[src/rtl/ls_addr_pkg.sv]
// Shared constants and types for the load/store address generator.
// Assumes a 32-bit core with sixteen architectural registers.
package ls_addr_pkg;
	localparam int unsigned DATA_W = 32;
	localparam int unsigned REG_IDX_W = 4;
	localparam int unsigned IMM_W = 13;
	// Offset limits per form
	localparam int ADR_IMM_MAX = 4095;
	localparam int SINGLE_OFS_MAX = 4095;
	localparam int SINGLE_NEG_MAX = 255;
	localparam int SINGLE_IDX_MAX = 255;
	localparam int DUAL_MAX = 1020;
	localparam logic [1:0] DUAL_ALIGN_MASK = 2'h3;
	localparam logic [DATA_W-1:0] WORD_STEP = 32'h0000_0004;
	localparam logic [REG_IDX_W-1:0] SP_IDX = 4'hD;
	localparam logic [REG_IDX_W-1:0] PC_IDX = 4'hF;
	localparam int COND_W = 4;

	// Operation kinds
	typedef enum logic [2:0]
	{
		OP_NONE = 3'h0,
		OP_ADR = 3'h1,
		OP_LOAD = 3'h2,
		OP_STORE = 3'h3
	} op_kind_t;

	// Addressing modes
	typedef enum logic [1:0]
	{
		MODE_OFFSET = 2'h0,
		MODE_PRE = 2'h1,
		MODE_POST = 2'h2
	} addr_mode_t;

	// Transfer sizes and extension kinds
	typedef enum logic [2:0]
	{
		SZ_WORD = 3'h0,
		SZ_OCTET = 3'h1,
		SZ_SIXTEEN = 3'h2,
		SZ_SIGNED_OCTET = 3'h3,
		SZ_SIGNED_SIXTEEN = 3'h4,
		SZ_DUAL = 3'h5
	} xfer_size_t;

	// Predicate codes
	typedef enum logic [3:0]
	{
		CC_EQ = 4'h0, CC_NE = 4'h1, CC_CS = 4'h2, CC_CC = 4'h3,
		CC_MI = 4'h4, CC_PL = 4'h5, CC_VS = 4'h6, CC_VC = 4'h7,
		CC_HI = 4'h8, CC_LS = 4'h9, CC_GE = 4'hA, CC_LT = 4'hB,
		CC_GT = 4'hC, CC_LE = 4'hD, CC_AL = 4'hE, CC_NV = 4'hF
	} cond_t;

	// Execute-stage sequencing
	typedef enum logic [1:0]
	{
		ST_IDLE = 2'b00,
		ST_FIRST = 2'b01,
		ST_SECOND = 2'b10,
		ST_WAIT = 2'b11
	} seq_state_t;
endpackage : ls_addr_pkg

[src/rtl/load_store_address_gen.sv]
// Execute-stage address generation for pc-relative address forming and
// immediate-offset loads and stores. Assumes decode presents one op with
// opValid, and that memory answers each access with memReady / memRdValid.
// Function
// - Address op writes program counter plus signed immediate
// - Address op immediate spans -4095 to +4095 bytes
// - Address op leaves the condition flags untouched
// - Offset mode: access at base plus/minus imm, base unchanged
// - Pre-indexed: access at base plus/minus imm, written back
// - Post-indexed: access at base, then base plus/minus imm written
// - Missing immediate in offset mode uses base directly
// - Unsigned octet and sixteen-bit loads zero-extend to 32 bits
// - Signed kinds sign-extend and are legal only for loads
// - Transfers move one register, or two in the dual form
// - Single-register imm ranges -255..4095 offset, -255..255 indexed
// - Dual imm is a multiple of four within +-1020
// - Failing predicate makes the op have no effect
`timescale 1ns/10ps
module load_store_address_gen #(
	parameter int unsigned DATA_W = ls_addr_pkg::DATA_W
)(
	input wire logic clk_sys,
	input wire logic arst_n,
	input wire logic opValid,
	output logic opReady,
	input wire ls_addr_pkg::op_kind_t opKind,
	input wire ls_addr_pkg::addr_mode_t addrMode,
	input wire ls_addr_pkg::xfer_size_t xferSize,
	input wire ls_addr_pkg::cond_t opCond,
	input wire logic immPresent,
	input wire logic immSubtract,
	input wire logic [ls_addr_pkg::IMM_W-1:0] immMagnitude,
	input wire logic [3:0] flagsNzcv,
	input wire logic [DATA_W-1:0] programCounter,
	input wire logic [ls_addr_pkg::REG_IDX_W-1:0] destReg,
	input wire logic [ls_addr_pkg::REG_IDX_W-1:0] baseRegIdx,
	input wire logic [DATA_W-1:0] baseReg,
	input wire logic [ls_addr_pkg::REG_IDX_W-1:0] transferReg,
	input wire logic [ls_addr_pkg::REG_IDX_W-1:0] secondTransferReg,
	input wire logic [DATA_W-1:0] transferData,
	input wire logic [DATA_W-1:0] secondTransferData,
	output logic memReq,
	output logic memWrite,
	output logic [DATA_W-1:0] memAddr,
	output logic [DATA_W-1:0] memWrData,
	output ls_addr_pkg::xfer_size_t memSize,
	input wire logic memReady,
	input wire logic memRdValid,
	input wire logic [DATA_W-1:0] memRdData,
	output logic regWrEn,
	output logic [ls_addr_pkg::REG_IDX_W-1:0] regWrIdx,
	output logic [DATA_W-1:0] regWrData,
	output logic baseWrEn,
	output logic [ls_addr_pkg::REG_IDX_W-1:0] baseWrIdx,
	output logic [DATA_W-1:0] baseWrData,
	output logic flagsWrEn,
	output logic illegalOp,
	output logic skippedOp
);
	// ----------------------------------------------------------------
	// Reset synchroniser
	// ----------------------------------------------------------------
	logic rstMeta_q, rstSync_q;
	always_ff @(posedge clk_sys or negedge arst_n)
	begin
		if (!arst_n)
		begin
			rstMeta_q <= 1'b0;
			rstSync_q <= 1'b0;
		end
		else
		begin
			rstMeta_q <= 1'b1;
			rstSync_q <= rstMeta_q;
		end
	end
	// ----------------------------------------------------------------
	// Helpers
	// ----------------------------------------------------------------
	// Predicate evaluation; f carries N, Z, C, V from bit 3 down
	function automatic logic condPass(input ls_addr_pkg::cond_t c,
		input logic [3:0] f);
		logic r;
		unique case (c)
			ls_addr_pkg::CC_EQ: r = f[2];
			ls_addr_pkg::CC_NE: r = !f[2];
			ls_addr_pkg::CC_CS: r = f[1];
			ls_addr_pkg::CC_CC: r = !f[1];
			ls_addr_pkg::CC_MI: r = f[3];
			ls_addr_pkg::CC_PL: r = !f[3];
			ls_addr_pkg::CC_VS: r = f[0];
			ls_addr_pkg::CC_VC: r = !f[0];
			ls_addr_pkg::CC_HI: r = f[1] && !f[2];
			ls_addr_pkg::CC_LS: r = !f[1] || f[2];
			ls_addr_pkg::CC_GE: r = (f[3] == f[0]);
			ls_addr_pkg::CC_LT: r = (f[3] != f[0]);
			ls_addr_pkg::CC_GT: r = !f[2] && (f[3] == f[0]);
			ls_addr_pkg::CC_LE: r = f[2] || (f[3] != f[0]);
			default: r = 1'b1;
		endcase
		return r;
	endfunction : condPass
	// Add or subtract magnitude; the carry out is dropped on purpose
	function automatic logic [DATA_W-1:0] offsetAdd(
		input logic [DATA_W-1:0] b, input logic sub,
		input logic [ls_addr_pkg::IMM_W-1:0] m);
		return sub ? DATA_W'(b - DATA_W'(m))
			: DATA_W'(b + DATA_W'(m));
	endfunction : offsetAdd
	// Load data extension by kind
	function automatic logic [DATA_W-1:0] extendLoad(
		input ls_addr_pkg::xfer_size_t s, input logic [DATA_W-1:0] d);
		logic [DATA_W-1:0] r;
		unique case (s)
			ls_addr_pkg::SZ_OCTET: r = DATA_W'(d[7:0]);
			ls_addr_pkg::SZ_SIXTEEN: r = DATA_W'(d[15:0]);
			ls_addr_pkg::SZ_SIGNED_OCTET:
				r = {{(DATA_W-8){d[7]}}, d[7:0]};
			ls_addr_pkg::SZ_SIGNED_SIXTEEN:
				r = {{(DATA_W-16){d[15]}}, d[15:0]};
			default: r = d;
		endcase
		return r;
	endfunction : extendLoad
	// ----------------------------------------------------------------
	// Decode-time checks
	// ----------------------------------------------------------------
	logic [ls_addr_pkg::IMM_W-1:0] immEff;
	logic isDual, rangeOk, kindOk;
	logic [DATA_W-1:0] indexed;
	always_comb
	begin
		// Absent immediate behaves as zero offset
		immEff = immPresent ? immMagnitude : '0;
		isDual = (xferSize == ls_addr_pkg::SZ_DUAL);
		indexed = offsetAdd(baseReg, immSubtract, immEff);
		if (opKind == ls_addr_pkg::OP_ADR)
			rangeOk = (int'(immEff) <= ls_addr_pkg::ADR_IMM_MAX);
		else if (isDual)
			rangeOk = (int'(immEff) <= ls_addr_pkg::DUAL_MAX)
				&& ((immEff[1:0] & ls_addr_pkg::DUAL_ALIGN_MASK) == 2'h0);
		else if (immSubtract)
			rangeOk = (int'(immEff) <= ls_addr_pkg::SINGLE_NEG_MAX);
		else if (addrMode == ls_addr_pkg::MODE_OFFSET)
			rangeOk = (int'(immEff) <= ls_addr_pkg::SINGLE_OFS_MAX);
		else
			rangeOk = (int'(immEff) <= ls_addr_pkg::SINGLE_IDX_MAX);
		// Signed kinds are refused on stores
		kindOk = !(opKind == ls_addr_pkg::OP_STORE
			&& (xferSize == ls_addr_pkg::SZ_SIGNED_OCTET
			|| xferSize == ls_addr_pkg::SZ_SIGNED_SIXTEEN));
	end
	// ----------------------------------------------------------------
	// State
	// ----------------------------------------------------------------
	typedef struct packed {
		ls_addr_pkg::seq_state_t st;
		logic isLoad, dual, wb;
		ls_addr_pkg::xfer_size_t size;
		logic [DATA_W-1:0] addr, wbVal;
		logic [ls_addr_pkg::REG_IDX_W-1:0] baseIdx, rt, rt2;
		logic [DATA_W-1:0] data2;
		logic req, wr;
		logic [DATA_W-1:0] mAddr, mData;
		logic rwe;
		logic [ls_addr_pkg::REG_IDX_W-1:0] ridx;
		logic [DATA_W-1:0] rdata;
		logic bwe;
		logic [DATA_W-1:0] bdata;
		logic ill, skip;
	} state_t;
	state_t s_q, s_d;
	// Next-state logic; one op in flight, memory back-pressure stalls it
	always_comb
	begin
		s_d = s_q;
		s_d.rwe = 1'b0;
		s_d.bwe = 1'b0;
		s_d.ill = 1'b0;
		s_d.skip = 1'b0;
		unique case (s_q.st)
			ls_addr_pkg::ST_IDLE:
			begin
				if (opValid && opKind != ls_addr_pkg::OP_NONE)
				begin
					if (!condPass(opCond, flagsNzcv))
						s_d.skip = 1'b1;
					else if (!rangeOk || !kindOk)
						s_d.ill = 1'b1;
					else if (opKind == ls_addr_pkg::OP_ADR)
					begin
						s_d.rwe = 1'b1;
						s_d.ridx = destReg;
						s_d.rdata = offsetAdd(programCounter, immSubtract,
							immEff);
					end
					else
					begin
						s_d.isLoad = (opKind == ls_addr_pkg::OP_LOAD);
						s_d.dual = isDual;
						s_d.size = isDual ? ls_addr_pkg::SZ_WORD : xferSize;
						s_d.addr = (addrMode == ls_addr_pkg::MODE_POST)
							? baseReg : indexed;
						s_d.wb = (addrMode != ls_addr_pkg::MODE_OFFSET);
						s_d.wbVal = indexed;
						s_d.baseIdx = baseRegIdx;
						s_d.rt = transferReg;
						s_d.rt2 = secondTransferReg;
						s_d.data2 = secondTransferData;
						s_d.req = 1'b1;
						s_d.wr = (opKind == ls_addr_pkg::OP_STORE);
						s_d.mAddr = s_d.addr;
						s_d.mData = transferData;
						s_d.st = ls_addr_pkg::ST_FIRST;
					end
				end
			end
			ls_addr_pkg::ST_FIRST, ls_addr_pkg::ST_SECOND:
			begin
				if (memReady)
				begin
					s_d.req = 1'b0;
					s_d.st = s_q.isLoad ? ls_addr_pkg::ST_WAIT
						: s_q.st;
					if (!s_q.isLoad)
					begin
						if (s_q.dual && s_q.st == ls_addr_pkg::ST_FIRST)
						begin
							// Second word sits one word above the first
							s_d.req = 1'b1;
							s_d.mAddr = DATA_W'(s_q.addr + ls_addr_pkg::WORD_STEP);
							s_d.mData = s_q.data2;
							s_d.st = ls_addr_pkg::ST_SECOND;
						end
						else
						begin
							s_d.bwe = s_q.wb;
							s_d.bdata = s_q.wbVal;
							s_d.st = ls_addr_pkg::ST_IDLE;
						end
					end
					else
						s_d.dual = s_q.dual && (s_q.st == ls_addr_pkg::ST_FIRST);
				end
			end
			ls_addr_pkg::ST_WAIT:
			begin
				if (memRdValid)
				begin
					s_d.rwe = 1'b1;
					s_d.ridx = (s_q.dual || !s_q.req) && s_q.mAddr != s_q.addr
						? s_q.rt2 : s_q.rt;
					s_d.rdata = extendLoad(s_q.size, memRdData);
					if (s_q.dual)
					begin
						// Fetch the second word of the pair
						s_d.req = 1'b1;
						s_d.mAddr = DATA_W'(s_q.addr + ls_addr_pkg::WORD_STEP);
						s_d.st = ls_addr_pkg::ST_SECOND;
					end
					else
					begin
						s_d.bwe = s_q.wb;
						s_d.bdata = s_q.wbVal;
						s_d.st = ls_addr_pkg::ST_IDLE;
					end
				end
			end
		endcase
	end
	// State register, cleared only by the synchronised reset copy
	always_ff @(posedge clk_sys or negedge rstSync_q)
	begin
		if (!rstSync_q)
			s_q <= '0;
		else
			s_q <= s_d;
	end
	// ----------------------------------------------------------------
	// Outputs
	// ----------------------------------------------------------------
	assign opReady = (s_q.st == ls_addr_pkg::ST_IDLE);
	assign memReq = s_q.req;
	assign memWrite = s_q.wr;
	assign memAddr = s_q.mAddr;
	assign memWrData = s_q.mData;
	assign memSize = s_q.size;
	assign regWrEn = s_q.rwe;
	assign regWrIdx = s_q.ridx;
	assign regWrData = s_q.rdata;
	assign baseWrEn = s_q.bwe;
	assign baseWrIdx = s_q.baseIdx;
	assign baseWrData = s_q.bdata;
	// No op of this block ever updates NZCV
	assign flagsWrEn = 1'b0;
	assign illegalOp = s_q.ill;
	assign skippedOp = s_q.skip;
endmodule : load_store_address_gen

[config.mk]
export PLATFORM = sky130hd
export DESIGN_NAME = load_store_address_gen
export DESIGN_NICKNAME = d
export VERILOG_FILES = /design/src/rtl/ls_addr_pkg.sv /design/src/rtl/load_store_address_gen.sv
export SDC_FILE = /design/constraint.sdc
export NUM_CORES = 1
export LEC_CHECK = 0
export BUFFER_PORTS_ARGS = -buffer_cell sky130_fd_sc_hd__buf_4
export CORE_MARGIN = 4
export CORE_UTILIZATION = 51
export DETAILED_ROUTE_END_ITERATION = 10
export GPL_ROUTABILITY_DRIVEN = 0
export HOLD_SLACK_MARGIN = 0.1
export PLACE_DENSITY = 0.89
export SLEW_MARGIN = 40
export SYNTH_ARGS = -nofsm -noshare
export SYNTH_HDL_FRONTEND = slang
export SYNTH_SLANG_ARGS = --single-unit
[constraint.sdc]
create_clock -name clk_sys -period 7.5 [get_ports clk_sys]
set_input_delay 0.75 -clock clk_sys [delete_from_list [all_inputs] [get_ports clk_sys]]
set_output_delay 0.75 -clock clk_sys [all_outputs]
set_load 0.02 [all_outputs]
==> flow_summary_export.csv <==
group,metric,value,unit
placed_design,portBuffers,357,
yosys,syn-num-nets,2337,
floorplan,die_width,192,um
cells_and_area,drive_gt1_frac,0.211,
power_and_ir_drop,p_leak,9.64,nW
yosys,yosysWarnings,0,
floorplan,die-height,192,um
drt,vias,16300,
floorplan,rows,67,
global_route,track_usage,0.293,
cells_and_area,areaGrowthSynthToFinish,17.8,%
run_status,status,"finished, final reports clean",
global_route,grt-ovfl-total,0,
global_route,antenna_found_initial,6,
yosys,synthArstFlopShare,1.00,
critical_path,cp.arrival,5.48,ns
cts,clock-sinks,256,
timing,fmax,198,MHz
yosys,synthDistinctLibCells,92,
drt,ant_nets,0,
critical_path,path_cells,"buf_4 -> nand2_1 -> ha_1 -> o21ai_1 -> o311ai_0 -> ha_1 -> o21ai_0 -> a21oi_1 -> o311ai_0 -> a21oi_1 -> o31ai_1 -> o211ai_2 -> o31a_1 -> a31oi_1 -> o21a_1 -> o21bai_1 -> xnor2_1 -> o21ai_1",
global_route,grt_pass1_wl,86300,um
cells_and_area,fillers,2759,
cts,numCtsBuffers,29,
floorplan,io-pin-count,359,
critical_path,crit_fanout,26,
cells_and_area,fin_area,20300,um^2
yosys,synth_area,17200,um^2
cts,cts-resized-gates,0,
critical_path,critPathLaunchType,"input pin",
global_route,grt_max_degree,91,
critical_path,crit_type,"input pin to flop",
critical_path,crit_buf_inv,1,
timing,fin_tns_setup,0,ns
placed_design,place_area,19200,um^2
cells_and_area,stdcell_count,2696,
run,max_cap_viol_count,0,
timing,hold_viol_final,0,
cts,cts_tree,"yes",
critical_path,crit_slowest_cell,"o311ai_0",
drt,routedWlPerCell,20.8,um
power_and_ir_drop,peakVddDrop,0.208,mV
drt,route.detailed.drc,0,
floorplan,coreArea,33400,um^2
cells_and_area,final_cell_mix,"nand2_1 (458), buf_4 (367), dfrtp_1 (255)",
drt,drtIter0Drc,1410,
timing,max_slew_margin,0.457,
critical_path,r2r-start,"s_q[252]",
timing,drv_slew,0,
critical_path,cp-end-kind,"flop",
drt,wirelength,56200,um
cts,path_clk_slew,0.06,ns
placed_design,dp_cells,2638,
critical_path,path_delay_family,"compound AO/OA/AOI/OAI gates",
placed_design,hpwlAfterDp,42500,um
cells_and_area,fin_nets,2490,
drt,drt_pass1_iterations,7,
floorplan,die_area,36800,um^2
yosys,ys.flop_type,"dfrtp_1",
cells_and_area,postLayoutCoreUtil,0.607,
yosys,synth_area_per_cell,8.33,um^2
yosys,synth_edf_count,0,
yosys,synthCells,2070,
timing,period_share,0.675,
critical_path,startpoint,"immPresent",
min_path,hold_class,"flop to async pin",
yosys,ys_ff_latch,256,
global_route,grt_pass1_vias,15900,
cells_and_area,layout_commonest_cell,"nand2_1",
cts,cts-root-buf,"clkbuf_16",
floorplan,initial_core_util,0.515,
cts,clock_latency,0.55,ns
power_and_ir_drop,powerDensity,363,nW/um^2
drt,avgViaCountPerCell,6.03,
timing,rsz0062_at_grt,"false",
critical_path,slowest_delay,0.58,ns
yosys,yosysSeqAreaShare,0.372,
timing,setup_viol,0,
timing,worst_slew_pin_slew,0.815,ns
timing,period_needed,5.06,ns
critical_path,worstPathRequired,7.91,ns
timing,finalClockSkew,0.0179,ns
cts,clock_path_buffers,3,
cts,h-tree-depth,1,
[flip-flops by register name (all words and copies together), names as in the netlist, 3 cells and up]
name and flops:
s_q 109, baseWrData 32, memAddr 32, memWrData 32, regWrData 32, baseWrIdx 4
regWrIdx 4, memSize 3
[final timing paths]
path                                       to  cells after the start  slack, ns
worst max-delay path            regWrData[26]                     18       2.44
min in group clk_sys                rstSync_q                      0       0.36
worst max register to register    memAddr[31]                     10       2.83
max in group asynchronous       regWrData[19]                      2       5.87
worst min register to register   memWrData[3]                      0       0.30
worst min-delay path             memWrData[3]                      0       0.30
[routing by layer]
metal / vias to the layer above / track usage / part of all wire
met2: 978 / 0.470 / 0.45
met3: 212 / 0.0654 / 0.11
li1: 7363 / - / -
met1: 7697 / 0.372 / 0.38
met4: 6 / 0.153 / 0.062
met5: - / 0 / 0.00078
[report_power, final]
part | switching [mW] | leakage, nW | internal, mW
logic | 2.06 | 5.83 | 1.28
registers | 0.537 | 3.31 | 1.99
clock network | 0.601 | 0.508 | 0.916
[synth_stat cells, drive strengths merged, types with 18 or more instances]
| library cell | n | area share |
|---|---|---|
| clkbuf | 93 | 0.020 |
| a21oi | 104 | 0.031 |
| buf | 159 | 0.066 |
| xor2 | 81 | 0.041 |
| o211ai | 19 | 0.0094 |
| nor3 | 27 | 0.0091 |
| xnor2 | 58 | 0.029 |
| o21a | 22 | 0.0097 |
| nand2 | 459 | 0.10 |
| o21ai | 172 | 0.050 |
| nor2 | 97 | 0.021 |
| inv | 38 | 0.0083 |
| nand4 | 18 | 0.0065 |
| ha | 53 | 0.038 |
| dfrtp | 256 | 0.37 |
| mux2i | 21 | 0.012 |
| a22oi | 37 | 0.016 |
| o31ai | 32 | 0.014 |
| a21o | 47 | 0.020 |
| nand3 | 30 | 0.0087 |
| nand2b | 24 | 0.0087 |
[through the flow]
step / hold WS, ns / power (mW) / setup WS [ns]
finish: 0.303 / 7.38 / 2.44
global route: 0.346 / 7.83 / 2.12
CTS: 0.318 / 7.35 / 2.58
detailed placement: 0.327 / 5.81 / 2.03
global placement: 0.339 / 5.65 / 2.24
floorplan: 0.331 / 4.92 / 2.50
[cell families after synthesis]
group,count (synthesis),synth area share
compound gates,534,0.202
xor+xnor,140,0.0719
fa+ha+maj,69,0.0491
buf+inv,290,0.0942
flops,256,0.372
mux,24,0.0148
other cells,2,0.000436
simple gates,755,0.196
[what timing repair did]
item	4_1_cts	5_1_grt
setup buffers	0	0
hold buffers	1	0
endpoints found under the setup margin	0	0
hold endpoints to repair	2	0
[worst reg2reg max path: cells and delay by family, from the launching register on]
family	cells	cell delay (ns)
DFF	1	0.41
adders and majority gates	1	0.71
buffers and inverters	4	1.58
AOI/OAI and AO/OA	1	0.17
muxes	1	0.18
and+or+nand+nor	3	1.57
[area by class of cell]
type | count | area [um^2] | share of cell area
Tap cell | 448 | 561 | 0.0276
Timing Repair Buffer | 374 | 2900 | 0.143
Antenna cell | 3 | 7.51 | 0.000370
Multi-Input combinational cell | 1524 | 9270 | 0.456
Sequential cell | 256 | 6410 | 0.316
Clock inverter | 15 | 193 | 0.00949
Inverter | 38 | 144 | 0.00709
Clock buffer | 38 | 830 | 0.0409
No activity file was read; power rests on OpenSTA's default activity.
